===== config.mk =====
export PLATFORM = sky130hd
export DESIGN_NAME = cid_decode
export DESIGN_NICKNAME = d
export VERILOG_FILES = /design/src/cid_pkg.sv /design/src/cid_decode.sv /design/src/cid_mcycle.sv
export VERILOG_INCLUDE_DIRS = /design/src
export SDC_FILE = /design/constraint.sdc
export NUM_CORES = 1
export LEC_CHECK = 0
export ABC_AREA = 1
export BUFFER_PORTS_ARGS = -buffer_cell sky130_fd_sc_hd__buf_2
export CORE_ASPECT_RATIO = 0.7
export CORE_UTILIZATION = 40
export DETAILED_ROUTE_END_ITERATION = 10
export PLACE_DENSITY_LB_ADDON = 0.25
export SYNTH_ARGS = -nofsm -noshare
export SYNTH_HDL_FRONTEND = slang
export SYNTH_HIERARCHICAL = 1
export SYNTH_SLANG_ARGS = --single-unit

===== constraint.sdc =====
create_clock -name I_CORE_CLK -period 2.6 [get_ports I_CORE_CLK]
set_input_delay 0.52 -clock I_CORE_CLK [delete_from_list [all_inputs] [get_ports I_CORE_CLK]]
set_output_delay 0.52 -clock I_CORE_CLK [all_outputs]
set_load 0.01 [all_outputs]

===== src/cid_map.svh =====
`ifndef CID_MAP_SVH
`define CID_MAP_SVH

// system clocks per machine cycle
`define CID_MC_CLKS 2

// extended-operation select values, the whole 4-bit select field
`define CID_EXT_PSTORE 4'h1
`define CID_EXT_TRAP 4'h2

// opcodes that need special handling
`define CID_OPC_EXT 8'hA5
`define CID_OPC_MUL 8'hA4
`define CID_OPC_DIV 8'h84

`endif


===== src/cid_pkg.sv =====
package cid_pkg;

  typedef enum logic [5:0] {
    OP_UNDEF, OP_NOP, OP_ADD, OP_ADDC, OP_SUBB, OP_INC, OP_DEC, OP_INC_DPTR, OP_MUL,
    OP_DIV, OP_DA, OP_ANL, OP_ORL, OP_XRL, OP_CLR_A, OP_CPL_A, OP_SWAP, OP_RL, OP_RLC,
    OP_RR, OP_RRC, OP_MOV, OP_MOV_DPTR, OP_MOVC_DPTR, OP_MOVC_PC, OP_MOVX_RD, OP_MOVX_WR,
    OP_PUSH, OP_POP, OP_XCH, OP_XCHD, OP_CLR_BIT, OP_SET_BIT, OP_CPL_BIT, OP_ANL_C,
    OP_ANL_CN, OP_ORL_C, OP_ORL_CN, OP_MOV_C_BIT, OP_MOV_BIT_C, OP_AJMP, OP_ACALL,
    OP_LJMP, OP_LCALL, OP_RET, OP_RETI, OP_SJMP, OP_JC, OP_JNC, OP_JB, OP_JNB, OP_JBC,
    OP_JMP_IND, OP_JZ, OP_JNZ, OP_CJNE, OP_DJNZ, OP_PSTORE, OP_TRAP
  } cid_op_e;

  typedef enum logic [3:0] {
    AM_NONE, AM_ACC, AM_REG, AM_DIR, AM_IND, AM_IMM, AM_CARRY, AM_BIT, AM_DPTR,
    AM_CODE, AM_XDATA
  } cid_am_e;

  typedef struct packed {
    cid_op_e    op;
    cid_am_e    src;
    cid_am_e    dst;
    logic [1:0] len;
    logic [2:0] mcyc;
  } cid_dec_s;

  typedef struct packed {
    cid_dec_s   dec;
    logic [7:0] opcode;
    logic [7:0] opnd1;
    logic [7:0] opnd2;
    logic [2:0] rn;
    logic [2:0] page;
    logic       undef;
  } cid_insn_s;

  typedef struct packed {
    logic code_rd;
    logic xdata_rd;
    logic xdata_wr;
    logic xaddr16;
    logic pmem_wr;
    logic brk;
  } cid_strobe_s;

endpackage


===== src/cid_decode.sv =====
// Summary of operation
// - machine cycle is two system clocks
// - lengths 1-3 bytes; times 1,2,4 cycles
// - register number from opcode bits 2:0
// - absolute jump/call carry page bits
// - add and add-with-carry opcode map
// - subtract, inc, dec, adjust, pointer increment
// - AND forms, immediate-to-direct three bytes
// - OR forms, immediate-to-direct three bytes
// - XOR forms, immediate-to-direct three bytes
// - single-byte accumulator operations and no-op
// - register move forms and their times
// - direct-destination moves take two cycles, except move from accumulator (F5) in one
// - code reads and pointer load
// - external data moves, 8/16-bit address
// - stack push C0, pop D0
// - exchange forms, one cycle
// - bit clear, set, complement, moves
// - carry logic with direct bit
// - long call/jump, returns
// - relative and indirect branches
// - compare-branch and decrement-branch forms
// - A5 chosen by extended select field
`timescale 1ns/1ps
`include "cid_map.svh"

module cid_decode (
  // clock and reset
  input  wire logic                 I_CORE_CLK,
  input  wire logic                 I_RST_N,
  // program memory fetch
  input  wire logic                 I_FETCH_VALID,
  input  wire logic [7:0]           I_FETCH_BYTE,
  output wire logic                 O_FETCH_READY,
  // extended_operation_select field
  input  wire logic [3:0]           I_EXT_OP_SEL,
  // datapath side
  output wire logic                 O_ISSUE,
  output wire cid_pkg::cid_insn_s   O_INSN,
  output wire cid_pkg::cid_strobe_s O_STROBE,
  output wire logic                 O_MC_TICK,
  output wire logic                 O_DONE,
  output wire logic                 O_BUSY
);
  typedef enum logic [1:0] {S_OPC, S_OPND, S_EXEC} cid_state_e;

  cid_state_e           state_q;
  cid_state_e           state_d;
  cid_pkg::cid_insn_s   insn_q;
  cid_pkg::cid_insn_s   new_insn;
  cid_pkg::cid_strobe_s strobe_q;
  cid_pkg::cid_dec_s    dec_c;
  cid_pkg::cid_dec_s    ext_dec;
  cid_pkg::cid_am_e     om;
  cid_pkg::cid_op_e     alu_op;
  cid_pkg::cid_op_e     issue_op;
  logic [1:0]           need_q;
  logic [2:0]           mc_q;
  logic                 issue_q;
  logic                 mc_tick;

  function automatic cid_pkg::cid_dec_s mk(input cid_pkg::cid_op_e op,
                                           input cid_pkg::cid_am_e src,
                                           input cid_pkg::cid_am_e dst,
                                           input logic [1:0]       len,
                                           input logic [2:0]       mc);
    return '{op, src, dst, len, mc};
  endfunction

  function automatic cid_pkg::cid_dec_s mkn(input cid_pkg::cid_op_e op,
                                            input logic [1:0]       len,
                                            input logic [2:0]       mc);
    return '{op, cid_pkg::AM_NONE, cid_pkg::AM_NONE, len, mc};
  endfunction

  function automatic cid_pkg::cid_strobe_s strobe_of(input cid_pkg::cid_op_e op,
                                                     input logic [7:0]       opc);
    cid_pkg::cid_strobe_s s;
    s = '0;
    s.code_rd  = (op == cid_pkg::OP_MOVC_DPTR) || (op == cid_pkg::OP_MOVC_PC);
    s.xdata_rd = (op == cid_pkg::OP_MOVX_RD);
    s.xdata_wr = (op == cid_pkg::OP_MOVX_WR);
    s.xaddr16  = (s.xdata_rd || s.xdata_wr) && !opc[1];
    s.pmem_wr  = (op == cid_pkg::OP_PSTORE);
    s.brk      = (op == cid_pkg::OP_TRAP);
    return s;
  endfunction

  // opcode field decode
  wire [7:0] opc    = I_FETCH_BYTE;
  wire [3:0] hi     = opc[7:4];
  wire [3:0] lo     = opc[3:0];
  wire       is_imm = (lo == 4'h4);
  wire       is_dir = (lo == 4'h5);
  wire       is_ind = (opc[3:1] == 3'b011);
  wire [1:0] glen   = (is_dir || is_imm) ? 2'd2 : 2'd1;

  assign om = opc[3] ? cid_pkg::AM_REG : is_ind ? cid_pkg::AM_IND :
              is_dir ? cid_pkg::AM_DIR : cid_pkg::AM_IMM;

  assign alu_op = (hi == 4'h2) ? cid_pkg::OP_ADD :
                  (hi == 4'h3) ? cid_pkg::OP_ADDC :
                  (hi == 4'h4) ? cid_pkg::OP_ORL :
                  (hi == 4'h5) ? cid_pkg::OP_ANL :
                  (hi == 4'h6) ? cid_pkg::OP_XRL : cid_pkg::OP_SUBB;

  // the select field is read in the cycle the opcode is taken
  assign ext_dec = (I_EXT_OP_SEL == `CID_EXT_PSTORE) ?
                   mk(cid_pkg::OP_PSTORE, cid_pkg::AM_ACC, cid_pkg::AM_CODE, 2'd1, 3'd2) :
                   (I_EXT_OP_SEL == `CID_EXT_TRAP) ? mkn(cid_pkg::OP_TRAP, 2'd1, 3'd1) :
                   mkn(cid_pkg::OP_UNDEF, 2'd1, 3'd1);

  always_comb begin
    dec_c = mkn(cid_pkg::OP_UNDEF, 2'd1, 3'd1);
    if (lo >= 4'h4) begin
      unique case (hi)
        4'h0, 4'h1: begin
          dec_c = mk(hi[0] ? cid_pkg::OP_DEC : cid_pkg::OP_INC, cid_pkg::AM_NONE,
                     is_imm ? cid_pkg::AM_ACC : om, is_imm ? 2'd1 : glen, 3'd1);
        end
        4'h2, 4'h3, 4'h4, 4'h5, 4'h6, 4'h9: begin
          dec_c = mk(alu_op, om, cid_pkg::AM_ACC, glen, 3'd1);
        end
        4'h7: begin
          dec_c = mk(cid_pkg::OP_MOV, cid_pkg::AM_IMM, is_imm ? cid_pkg::AM_ACC : om,
                     is_dir ? 2'd3 : 2'd2, is_dir ? 3'd2 : 3'd1);
        end
        4'h8: begin
          dec_c = is_imm ? mkn(cid_pkg::OP_DIV, 2'd1, 3'd4) :
                  mk(cid_pkg::OP_MOV, om, cid_pkg::AM_DIR,
                     is_dir ? 2'd3 : 2'd2, 3'd2);
        end
        4'hA: begin
          dec_c = is_imm ? mkn(cid_pkg::OP_MUL, 2'd1, 3'd4) : is_dir ? ext_dec :
                  mk(cid_pkg::OP_MOV, cid_pkg::AM_DIR, om, 2'd2, 3'd2);
        end
        4'hB: begin
          dec_c = mk(cid_pkg::OP_CJNE, is_dir ? cid_pkg::AM_DIR : cid_pkg::AM_IMM,
                     (is_imm || is_dir) ? cid_pkg::AM_ACC : om, 2'd3, 3'd2);
        end
        4'hC: begin
          dec_c = is_imm ? mk(cid_pkg::OP_SWAP, cid_pkg::AM_ACC, cid_pkg::AM_ACC, 2'd1, 3'd1) :
                  mk(cid_pkg::OP_XCH, om, cid_pkg::AM_ACC, glen, 3'd1);
        end
        4'hD: begin
          dec_c = is_imm ? mk(cid_pkg::OP_DA, cid_pkg::AM_ACC, cid_pkg::AM_ACC, 2'd1, 3'd1) :
                  is_dir ? mk(cid_pkg::OP_DJNZ, om, om, 2'd3, 3'd2) :
                  is_ind ? mk(cid_pkg::OP_XCHD, om, cid_pkg::AM_ACC, 2'd1, 3'd1) :
                  mk(cid_pkg::OP_DJNZ, om, om, 2'd2, 3'd2);
        end
        4'hE: begin
          dec_c = is_imm ? mk(cid_pkg::OP_CLR_A, cid_pkg::AM_NONE, cid_pkg::AM_ACC, 2'd1, 3'd1) :
                  mk(cid_pkg::OP_MOV, om, cid_pkg::AM_ACC, glen, 3'd1);
        end
        4'hF: begin
          dec_c = is_imm ? mk(cid_pkg::OP_CPL_A, cid_pkg::AM_ACC, cid_pkg::AM_ACC, 2'd1, 3'd1) :
                  mk(cid_pkg::OP_MOV, cid_pkg::AM_ACC, om, glen, 3'd1);
        end
      endcase
    end else if (lo == 4'h1) begin
      dec_c = mkn(opc[4] ? cid_pkg::OP_ACALL : cid_pkg::OP_AJMP, 2'd2, 3'd2);
    end else begin
      unique case (opc)
        8'h00: dec_c = mkn(cid_pkg::OP_NOP, 2'd1, 3'd1);
        8'h02: dec_c = mkn(cid_pkg::OP_LJMP, 2'd3, 3'd2);
        8'h03: dec_c = mk(cid_pkg::OP_RR, cid_pkg::AM_ACC, cid_pkg::AM_ACC, 2'd1, 3'd1);
        8'h10: dec_c = mk(cid_pkg::OP_JBC, cid_pkg::AM_BIT, cid_pkg::AM_BIT, 2'd3, 3'd2);
        8'h12: dec_c = mkn(cid_pkg::OP_LCALL, 2'd3, 3'd2);
        8'h13: dec_c = mk(cid_pkg::OP_RRC, cid_pkg::AM_ACC, cid_pkg::AM_ACC, 2'd1, 3'd1);
        8'h20: dec_c = mk(cid_pkg::OP_JB, cid_pkg::AM_BIT, cid_pkg::AM_NONE, 2'd3, 3'd2);
        8'h22: dec_c = mkn(cid_pkg::OP_RET, 2'd1, 3'd2);
        8'h23: dec_c = mk(cid_pkg::OP_RL, cid_pkg::AM_ACC, cid_pkg::AM_ACC, 2'd1, 3'd1);
        8'h30: dec_c = mk(cid_pkg::OP_JNB, cid_pkg::AM_BIT, cid_pkg::AM_NONE, 2'd3, 3'd2);
        8'h32: dec_c = mkn(cid_pkg::OP_RETI, 2'd1, 3'd2);
        8'h33: dec_c = mk(cid_pkg::OP_RLC, cid_pkg::AM_ACC, cid_pkg::AM_ACC, 2'd1, 3'd1);
        8'h40: dec_c = mk(cid_pkg::OP_JC, cid_pkg::AM_CARRY, cid_pkg::AM_NONE, 2'd2, 3'd2);
        8'h42: dec_c = mk(cid_pkg::OP_ORL, cid_pkg::AM_ACC, cid_pkg::AM_DIR, 2'd2, 3'd1);
        8'h43: dec_c = mk(cid_pkg::OP_ORL, cid_pkg::AM_IMM, cid_pkg::AM_DIR, 2'd3, 3'd2);
        8'h50: dec_c = mk(cid_pkg::OP_JNC, cid_pkg::AM_CARRY, cid_pkg::AM_NONE, 2'd2, 3'd2);
        8'h52: dec_c = mk(cid_pkg::OP_ANL, cid_pkg::AM_ACC, cid_pkg::AM_DIR, 2'd2, 3'd1);
        8'h53: dec_c = mk(cid_pkg::OP_ANL, cid_pkg::AM_IMM, cid_pkg::AM_DIR, 2'd3, 3'd2);
        8'h60: dec_c = mk(cid_pkg::OP_JZ, cid_pkg::AM_ACC, cid_pkg::AM_NONE, 2'd2, 3'd2);
        8'h62: dec_c = mk(cid_pkg::OP_XRL, cid_pkg::AM_ACC, cid_pkg::AM_DIR, 2'd2, 3'd1);
        8'h63: dec_c = mk(cid_pkg::OP_XRL, cid_pkg::AM_IMM, cid_pkg::AM_DIR, 2'd3, 3'd2);
        8'h70: dec_c = mk(cid_pkg::OP_JNZ, cid_pkg::AM_ACC, cid_pkg::AM_NONE, 2'd2, 3'd2);
        8'h72: dec_c = mk(cid_pkg::OP_ORL_C, cid_pkg::AM_BIT, cid_pkg::AM_CARRY, 2'd2, 3'd2);
        8'h73: dec_c = mk(cid_pkg::OP_JMP_IND, cid_pkg::AM_DPTR, cid_pkg::AM_NONE, 2'd1, 3'd2);
        8'h80: dec_c = mkn(cid_pkg::OP_SJMP, 2'd2, 3'd2);
        8'h82: dec_c = mk(cid_pkg::OP_ANL_C, cid_pkg::AM_BIT, cid_pkg::AM_CARRY,
                          2'd2, 3'd2);
        8'h83: dec_c = mk(cid_pkg::OP_MOVC_PC, cid_pkg::AM_CODE, cid_pkg::AM_ACC, 2'd1, 3'd2);
        8'h90: dec_c = mk(cid_pkg::OP_MOV_DPTR, cid_pkg::AM_IMM, cid_pkg::AM_DPTR, 2'd3, 3'd2);
        8'h92: dec_c = mk(cid_pkg::OP_MOV_BIT_C, cid_pkg::AM_CARRY, cid_pkg::AM_BIT,
                          2'd2, 3'd2);
        8'h93: dec_c = mk(cid_pkg::OP_MOVC_DPTR, cid_pkg::AM_CODE, cid_pkg::AM_ACC, 2'd1, 3'd2);
        8'hA0: dec_c = mk(cid_pkg::OP_ORL_CN, cid_pkg::AM_BIT, cid_pkg::AM_CARRY, 2'd2, 3'd2);
        8'hA2: dec_c = mk(cid_pkg::OP_MOV_C_BIT, cid_pkg::AM_BIT, cid_pkg::AM_CARRY, 2'd2, 3'd1);
        8'hA3: dec_c = mk(cid_pkg::OP_INC_DPTR, cid_pkg::AM_DPTR, cid_pkg::AM_DPTR, 2'd1, 3'd2);
        8'hB0: dec_c = mk(cid_pkg::OP_ANL_CN, cid_pkg::AM_BIT, cid_pkg::AM_CARRY, 2'd2, 3'd2);
        8'hB2: dec_c = mk(cid_pkg::OP_CPL_BIT, cid_pkg::AM_BIT, cid_pkg::AM_BIT, 2'd2, 3'd1);
        8'hB3: dec_c = mk(cid_pkg::OP_CPL_BIT, cid_pkg::AM_CARRY, cid_pkg::AM_CARRY, 2'd1, 3'd1);
        8'hC0: dec_c = mk(cid_pkg::OP_PUSH, cid_pkg::AM_DIR, cid_pkg::AM_NONE,
                          2'd2, 3'd2);
        8'hC2: dec_c = mk(cid_pkg::OP_CLR_BIT, cid_pkg::AM_NONE, cid_pkg::AM_BIT, 2'd2, 3'd1);
        8'hC3: dec_c = mk(cid_pkg::OP_CLR_BIT, cid_pkg::AM_NONE, cid_pkg::AM_CARRY, 2'd1, 3'd1);
        8'hD0: dec_c = mk(cid_pkg::OP_POP, cid_pkg::AM_NONE, cid_pkg::AM_DIR, 2'd2, 3'd2);
        8'hD2: dec_c = mk(cid_pkg::OP_SET_BIT, cid_pkg::AM_NONE, cid_pkg::AM_BIT, 2'd2, 3'd1);
        8'hD3: dec_c = mk(cid_pkg::OP_SET_BIT, cid_pkg::AM_NONE, cid_pkg::AM_CARRY, 2'd1, 3'd1);
        8'hE0, 8'hE2, 8'hE3: begin
          dec_c = mk(cid_pkg::OP_MOVX_RD, cid_pkg::AM_XDATA, cid_pkg::AM_ACC, 2'd1, 3'd2);
        end
        8'hF0, 8'hF2, 8'hF3: begin
          dec_c = mk(cid_pkg::OP_MOVX_WR, cid_pkg::AM_ACC, cid_pkg::AM_XDATA, 2'd1, 3'd2);
        end
        // lo 4..F and lo 1 are decoded above and never land here
        default: dec_c = mkn(cid_pkg::OP_UNDEF, 2'd1, 3'd1);
      endcase
    end
  end

  // fetch sequencing
  wire acc_opc    = (state_q == S_OPC) && I_FETCH_VALID;
  wire acc_opnd   = (state_q == S_OPND) && I_FETCH_VALID;
  wire last_opnd  = acc_opnd && (need_q == 2'd1);
  wire issue_now  = (acc_opc && (dec_c.len == 2'd1)) || last_opnd;
  wire first_opnd = (need_q == (insn_q.dec.len - 2'd1));
  wire [7:0] issue_opc = (state_q == S_OPC) ? opc : insn_q.opcode;
  wire done = (state_q == S_EXEC) && mc_tick && (mc_q == (insn_q.dec.mcyc - 3'd1));

  assign issue_op = (state_q == S_OPC) ? dec_c.op : insn_q.dec.op;
  assign new_insn = '{dec_c, opc, 8'h00, 8'h00, opc[2:0], opc[7:5],
                      dec_c.op == cid_pkg::OP_UNDEF};

  always_comb begin
    state_d = state_q;
    unique case (state_q)
      S_OPC:  if (acc_opc) state_d = (dec_c.len == 2'd1) ? S_EXEC : S_OPND;
      S_OPND: if (last_opnd) state_d = S_EXEC;
      S_EXEC: if (done) state_d = S_OPC;
    endcase
  end

  cid_mcycle u_mcycle (
    .i_clk   (I_CORE_CLK),
    .i_rst_n (I_RST_N),
    .i_run   (state_q == S_EXEC),
    .o_tick  (mc_tick)
  );

  always_ff @(posedge I_CORE_CLK or negedge I_RST_N) begin
    if (!I_RST_N) begin
      state_q <= S_OPC;
      issue_q <= 1'b0;
    end else begin
      state_q <= state_d;
      issue_q <= issue_now;
    end
  end

  // operand bytes arrive in program order after the opcode
  always_ff @(posedge I_CORE_CLK or negedge I_RST_N) begin
    if (!I_RST_N) begin
      insn_q <= '0;
      need_q <= 2'd0;
    end else if (acc_opc) begin
      insn_q <= new_insn;
      need_q <= dec_c.len - 2'd1;
    end else if (acc_opnd) begin
      need_q <= need_q - 2'd1;
      if (first_opnd) begin
        insn_q.opnd1 <= I_FETCH_BYTE;
      end else begin
        insn_q.opnd2 <= I_FETCH_BYTE;
      end
    end
  end

  // undefined codes map to an all-zero strobe set
  always_ff @(posedge I_CORE_CLK or negedge I_RST_N) begin
    if (!I_RST_N) begin
      strobe_q <= '0;
    end else begin
      strobe_q <= issue_now ? strobe_of(issue_op, issue_opc) : '0;
    end
  end

  // machine cycles spent in the current instruction
  always_ff @(posedge I_CORE_CLK or negedge I_RST_N) begin
    if (!I_RST_N) begin
      mc_q <= 3'd0;
    end else if (state_q != S_EXEC) begin
      mc_q <= 3'd0;
    end else if (mc_tick) begin
      mc_q <= mc_q + 3'd1;
    end
  end

  assign O_FETCH_READY = (state_q == S_OPC) || (state_q == S_OPND);
  assign O_ISSUE       = issue_q;
  assign O_INSN        = insn_q;
  assign O_STROBE      = strobe_q;
  assign O_MC_TICK     = mc_tick;
  assign O_DONE        = done;
  assign O_BUSY        = (state_q != S_OPC);
endmodule


===== src/cid_mcycle.sv =====
`timescale 1ns/1ps
`include "cid_map.svh"

module cid_mcycle (
  // clock and reset
  input  wire logic i_clk,
  input  wire logic i_rst_n,
  // control
  input  wire logic i_run,
  output wire logic o_tick
);
  localparam int unsigned W = $clog2(`CID_MC_CLKS);
  localparam logic [W-1:0] LAST = W'(`CID_MC_CLKS - 1);

  logic [W-1:0] cnt_q;

  // phase restarts with every instruction so ticks align to its start
  assign o_tick = i_run && (cnt_q == LAST);

  always_ff @(posedge i_clk or negedge i_rst_n) begin
    if (!i_rst_n) begin
      cnt_q <= '0;
    end else if (!i_run || o_tick) begin
      cnt_q <= '0;
    end else begin
      cnt_q <= cnt_q + 1'b1;
    end
  end
endmodule


### Word level (Yosys, flattened, before mapping)

Index checks and enable logic that the tools add are counted.

* flip-flop bits (word level): 65
* logic and storage cells: 193

* $add $sub $neg: 6
* magnitude comparators: 1
* eq/ne operators: 85
* multiplexer cells: 48
* reduce and logical (&&, ||, !) cells: 31

Operators by type and width (count)
* $pmux 19 s44: 1
* $eq 8x8->1 const B: 24
* $pmux 19 s10: 1
* $mux 19: 9
* $eq 8x7->1 const B: 12
* $mux 18: 3
* $eq 8x6->1 const B: 6
* $mux 4: 9
* $eq 4x4->1 const B: 8
* $mux 16: 2
* $eq 4x3->1 const B: 6
* $eq 6x5->1 const B: 4
* $eq 8x5->1 const B: 3
* $mux 2: 11
* $mux 17: 1
* $eq 8x2->1 const B: 2
* $mux 8: 2
* $eq 4x1->1 const B: 3
* $eq 4x2->1 const B: 3
* $eq 6x6->1 const B: 2
* $mux 6: 2
* $ne 2x2->1 const B: 5
* $mux 3: 3
* $logic_and 1x1->1: 8
* other kinds (24): 41

### Logic depth before layout (Yosys ltp)

* word-level depth: 14
* gate-level depth with buffers: 18

### Hierarchy

Netlist, hierarchy kept.

By module, submodules not included
* cid_decode: times used 1, cells an instance 649, area an instance 4284.1 sq um, seq. area each 1451.4 sq um
* cid_mcycle: times used 1, cells an instance 5, area an instance 42.5 sq um, seq. area each 25.0 sq um

### Worst setup path after synthesis

Ideal clock, no wire load.

* kind: in2reg
* from: in I_FETCH_BYTE[5]
* to: reg strobe_q, in the netlist O_STROBE[5]
* library setup time: 0.077 ns
* data arrival time: 2.388 ns
* slack: 0.135 ns
* stages: 17
* path buffers: 1
* cell sequence: buf_4 nand2_1 inv_1 nand2_1 nor2_1 nor2_1 nand3_1 nor4_1 nand2_1 nand2_1 ha_1 nand2_1 o21ai_0 o21ai_0 nor2_1 nand2_1 a21oi_1

* elaborated cells on any way between the ends: 85
* those cells by class: 65 x eq/ne; 11 x mux; 9 x reduce/logical

RTL lines
* start: declaration: RTL line cid_decode.sv:33 `input wire logic [7:0] I_FETCH_BYTE,`
* $eq 8x8->1: RTL line cid_decode.sv:163 `unique case (opc)`
* $reduce_or 3->1: RTL line cid_decode.sv:163
* $pmux 19 s44: RTL line cid_decode.sv:163
* $mux 19: RTL line cid_decode.sv:160 `end else if (lo == 4'h1) begin`
* $mux 19 *: RTL line cid_decode.sv:115 `if (lo >= 4'h4) begin`
* $eq 2x1->1 *: RTL line cid_decode.sv:225 `wire issue_now = (acc_opc && (dec_c.len == 2'd1)) || last_opnd;`
* $logic_and 1x1->1 *: RTL line cid_decode.sv:225
* $logic_or 1x1->1 *: RTL line cid_decode.sv:225
* named net issue_now: RTL line cid_decode.sv:225
* $mux 6 *: RTL line cid_decode.sv:283 `strobe_q <= issue_now ? strobe_of(issue_op, issue_opc) : '0;`
* end signal: assignment: RTL line cid_decode.sv:283
* end: declaration: RTL line cid_decode.sv:51 `cid_pkg::cid_strobe_s strobe_q;`

The timed path passes the listed nets; every way through them passes the cells marked *.
A chain may end at the register's enable or synchronous reset.

### Worst setup path after layout

* from: in I_FETCH_BYTE[6]
* to: reg state_q[1]

* cells in the longest elaborated chain, start to end: 9
* elaborated cells on any way between the ends: 76
* those cells by class: 63 x eq/ne; 7 x mux; 6 x reduce/logical

RTL lines
* $eq 8x8->1: RTL line cid_decode.sv:163
* $reduce_or 3->1: RTL line cid_decode.sv:163
* $pmux 19 s44: RTL line cid_decode.sv:163
* $mux 19: RTL line cid_decode.sv:160
* $mux 19 *: RTL line cid_decode.sv:115
* $eq 2x1->1 *: RTL line cid_decode.sv:237 `S_OPC: if (acc_opc) state_d = (dec_c.len == 2'd1) ? S_EXEC : S_OPND;`
* $mux 2 * (2 in series): RTL line cid_decode.sv:237
* $pmux 2 s3 *: RTL line cid_decode.sv:236 `unique case (state_q)`
* end signal: assignment: RTL line cid_decode.sv:255 `state_q <= state_d;`
* end: declaration: RTL line cid_decode.sv:47 `cid_state_e state_q;`

Every way passes the cells marked *; elsewhere a longest branch is shown, timed or not. The select of a mux whose other input is x is not followed.

==> results.md <==
GRT:
- The overall overflow remaining after global route is 0.
- The initial antenna violation count is 0.
- The via count of the first global-routing pass is just under 5k.
- The first global-routing pass estimated between 20 and 30 mm of wire.
- Across every metal layer, demand over resource in global routing totals 32.6%.
- The maximum number of pins on one net before global-route repair is 24.

Clocking:
- CTS placed an instance of clkbuf_16 at the clock tree root.
- The TritonCTS clock tree is yes.
- The H-tree depth is 3.
- The clock latency on the worst-skew pair is 0.32 ns.
- CTS saw 59 sinks.
- Clock-pin slew was measured on the worst setup and hold paths at 0.05 ns.
- Hold repair after CTS inserted 0 buffers.
- The number of clock buffers inserted by TritonCTS is 9.
- The maximum buffer depth of the clock tree is 2.

Setup path:
- The endpoint arrival time on the critical path is 2.75 ns.
- The worst setup path is launched from a primary input.
- Tracing the worst setup path back leads to its startpoint at I_FETCH_BYTE[6].
- The worst setup path is of the primary input to flop kind.
- STA puts the critical path data required time at 2.80 ns.
- The launch point of the worst reg-to-reg path is state_q[0].
- STA classifies the critical path endpoint as a flop.
- Along the worst path, the maximum fanout reaches 6.

Synthesis:
- Sequential cells were found to cover 34.1% of the synthesized design area.
- The netlist area before placement is 0.00433 sq mm.
- The number of warnings reported in the yosys synthesis log is 6.
- The synthesized design contains 59 register bits.
- The synthesized-area fraction occupied by xor and xnor cells is 1.01%.
- After technology mapping, the gate count stands at 654.
- Synthesis produced a netlist with a net count of 676.
- Of the total synthesized cell area, the portion taken by full adders, half adders and majority gates is ~2.0%.
- The synthesized netlist devotes 13.1% of its cell area to compound gates.
- The synthesized netlist devotes between 30% and 40% of its cell area to simple gates.
- The main flop type after synthesis is dfrtp_1.
- The number of different library cells used by synthesis comes to 43.
- After synthesis, the share of cell area in mux cells is around 4.2%.
- The number of enable flip-flop cells after synthesis is 0.
- After synthesis, the share of flip-flops with an asynchronous set or reset is 100%.
- The dominant combinational cell family by area after synthesis is simple AND/OR/NAND/NOR gates.
- The average cell area after synthesis is 6.62 sq um.

Floorplanning:
- The floorplan die area is 0.0112 sq mm.
- The floorplan step set the die width to 126 um.
- Once the floorplan was initialized, standard cells occupied 41.5% of the core.
- The core region is 0.0104 sq mm.
- The number of primary I/O pins is 76.
- The row count is 31.
- The vertical die dimension is 89.0 um.

Timing:
- For the pin with the worst max-slew slack, the measured transition is around 0.90 ns.
- The number of max-slew violations in the final report is 0.
- In the final timing run, aggregate negative setup slack is 0 ns.
- The number of failing setup endpoints in the final timing report is 0.
- The highest clock rate is about 390 MHz.
- The count of endpoints failing hold in the final timing report was 0.
- The smallest clock period supported by the final layout is computed as 2.55 ns.
- For the final database, setup skew stands at 0.00449 ns.
- The final-layout worst hold slack is 0.183 ns.
- Setup repair after global routing could not meet its margin everywhere.
- The worst path uses ~98% of the clock period.
- The headroom to the max-slew limit is 39.3%.

Layout:
- The total number of nets in the final design is 888.
- The total non-filler cell area in the finished layout is between 0.006 and 0.007 sq mm.
- Of the cells placed in the final design, the portion with a size suffix greater than 1 is 35.4%.
- Compared with the post-synthesis result, the final layout area differs by 46.3%.
- The commonest non-fill, non-tap cell in the layout is nand2_1.
- Leaving out fill and tap cells, the most frequent cells in the layout are nand2_1 (161), buf_4 (143), nor2_1 (115).
- The repair_antennas step left the layout with diodes totalling 0.
- Once layout is complete, the utilization of the core stands at 60.7%.

Outcome:
- The run finished with clean final reports.

Power:
- The worst ir drop on vdd is 519 uV.
- For this design the ratio of total power to cell area is 795 mW/mm^2.
- The analysis attributes to cell leakage a power of 3.47 nW.

Route:
- Dividing the detail-routed wire length by the instance count gives between 15 and 20 um.
- The count of nets left with antenna violations once routing finished came out at 0.
- The number of iterations in the first detailed-routing pass is 6.
- The total routed wirelength is around 18 mm.
- The first routing iteration left 535 violations.
- The number of vias in the routed layout is 5519.
- After detailed routing, the number of vias per cell comes to approximately 5.5.
- In the routed design, unresolved DRC markers number 0.

Placement:
- During placement, the flow inserted port buffers numbering 75.
- At the end of routability-driven placement, the weighted congestion stood at roughly 1.1.
- The area of placed instances is 0.00583 sq mm.
- The detailed placer's ending HPWL is 14.9 mm.

Run:
- The reported max-cap violation count is 0.

Hold path:
- The min-delay analysis places its worst path in the category primary input to async pin.
[final cells by class]
type,count,area (sq um)
fillers,1004,4100
inverters,63,244
repair buffers,220,1490
clock inverters,2,35.0
flip-flops and latches,59,1480
multi-input cells,513,2660
well taps,132,165
clock buffers,13,260
[flip-flops by register name (all words and copies together) (netlist names)]
| signal | count |
|---|---|
| need_q | 2 |
| state_q | 2 |
| mc_q | 3 |
| u_mcycle/cnt_q | 1 |
| O_ISSUE | 1 |
| O_INSN | 44 |
| O_STROBE | 6 |
[report_power, final]
part | switching, W | internal (W)
Combinational | 0.00135 | 0.000986
Sequential | 0.000245 | 0.00129
Clock | 0.000376 | 0.000785
Total | 0.00197 | 0.00306
[kinds of logic after synthesis]
logic type	after synthesis
xor gates and xnor gates	5
DFF	59
muxes	16
buffers and inverters	82
and+or+nand+nor	385
AOI/OAI and AO/OA	100
adders and majority gates	7
[metal layers]
layer	part of all wire [%]	vias to the layer above	GRT usage [%]
met3	13	26	14.6
met1	46	2584	45.7
met2	40	329	46.1
met4	1.0	0	5.70
met5	0	-	0
li1	-	2580	-
[Yosys cell counts, types with 3 or more instances]
| cell type | n | area [sq um] |
|---|---|---|
| a21oi_1 | 26 | 130 |
| a31oi_1 | 7 | 43.8 |
| buf_2 | 3 | 15.0 |
| buf_4 | 8 | 60.1 |
| clkbuf_1 | 6 | 22.5 |
| dfrtp_1 | 59 | 1480 |
| ha_1 | 7 | 87.6 |
| inv_1 | 56 | 210 |
| inv_2 | 3 | 11.3 |
| inv_4 | 3 | 18.8 |
| mux2_2 | 16 | 180 |
| nand2_1 | 174 | 653 |
| nand3_1 | 42 | 210 |
| nand4_1 | 10 | 62.6 |
| nor2_1 | 124 | 465 |
| nor2_2 | 8 | 50.1 |
| nor3_1 | 15 | 75.1 |
| o2111ai_1 | 3 | 26.3 |
| o21ai_0 | 47 | 235 |
| o31ai_1 | 4 | 30.0 |
| xnor2_1 | 4 | 35.0 |
[worst max-delay path, cell delays in order]
cell,delay (ns)
clkbuf_4,0.15
inv_2,0.11
nand2_4,0.08
nor2_2,0.20
inv_1,0.12
nor2_1,0.30
nor2_1,0.11
nand3_1,0.14
nor4_2,0.05
nand2_1,0.10
nand2_2,0.07
ha_2,0.19
buf_4,0.13
buf_4,0.12
nor2_1,0.08
nor2_1,0.06
a22o_1,0.19
[path summary, 6_finish.rpt]
| check | to | cells past startpoint | slack (ns) |
|---|---|---|---|
| max | state_q[1] | 17 | 0.05 |
| min | O_INSN[44] | 1 | 0.18 |
| max in group asynchronous | O_INSN[22] | 2 | 1.73 |
| min in group I_CORE_CLK | u_mcycle/cnt_q | 1 | 0.44 |
| min reg2reg | u_mcycle/cnt_q | 1 | 0.44 |
| max reg2reg | O_INSN[18] | 6 | 0.45 |
[what timing repair did]
action,4_1_cts,5_1_grt
resized for setup,2,55
buffers inserted,0,4
endpoints found under the setup margin,6,8
pin swaps,1,15
[stage by stage]
step	std cells	power (W)	worst slack, ns
2_1_floorplan	654	0.00293	0.135
3_3_place_gp	983	0.00373	-0.287
3_5_place_dp	983	0.00382	-0.407
4_1_cts	998	0.00500	0.00373
5_1_grt	1002	0.00539	-0.0688
6_report	1002	0.00504	0.0547
No activity file was read; power rests on OpenSTA's default activity.
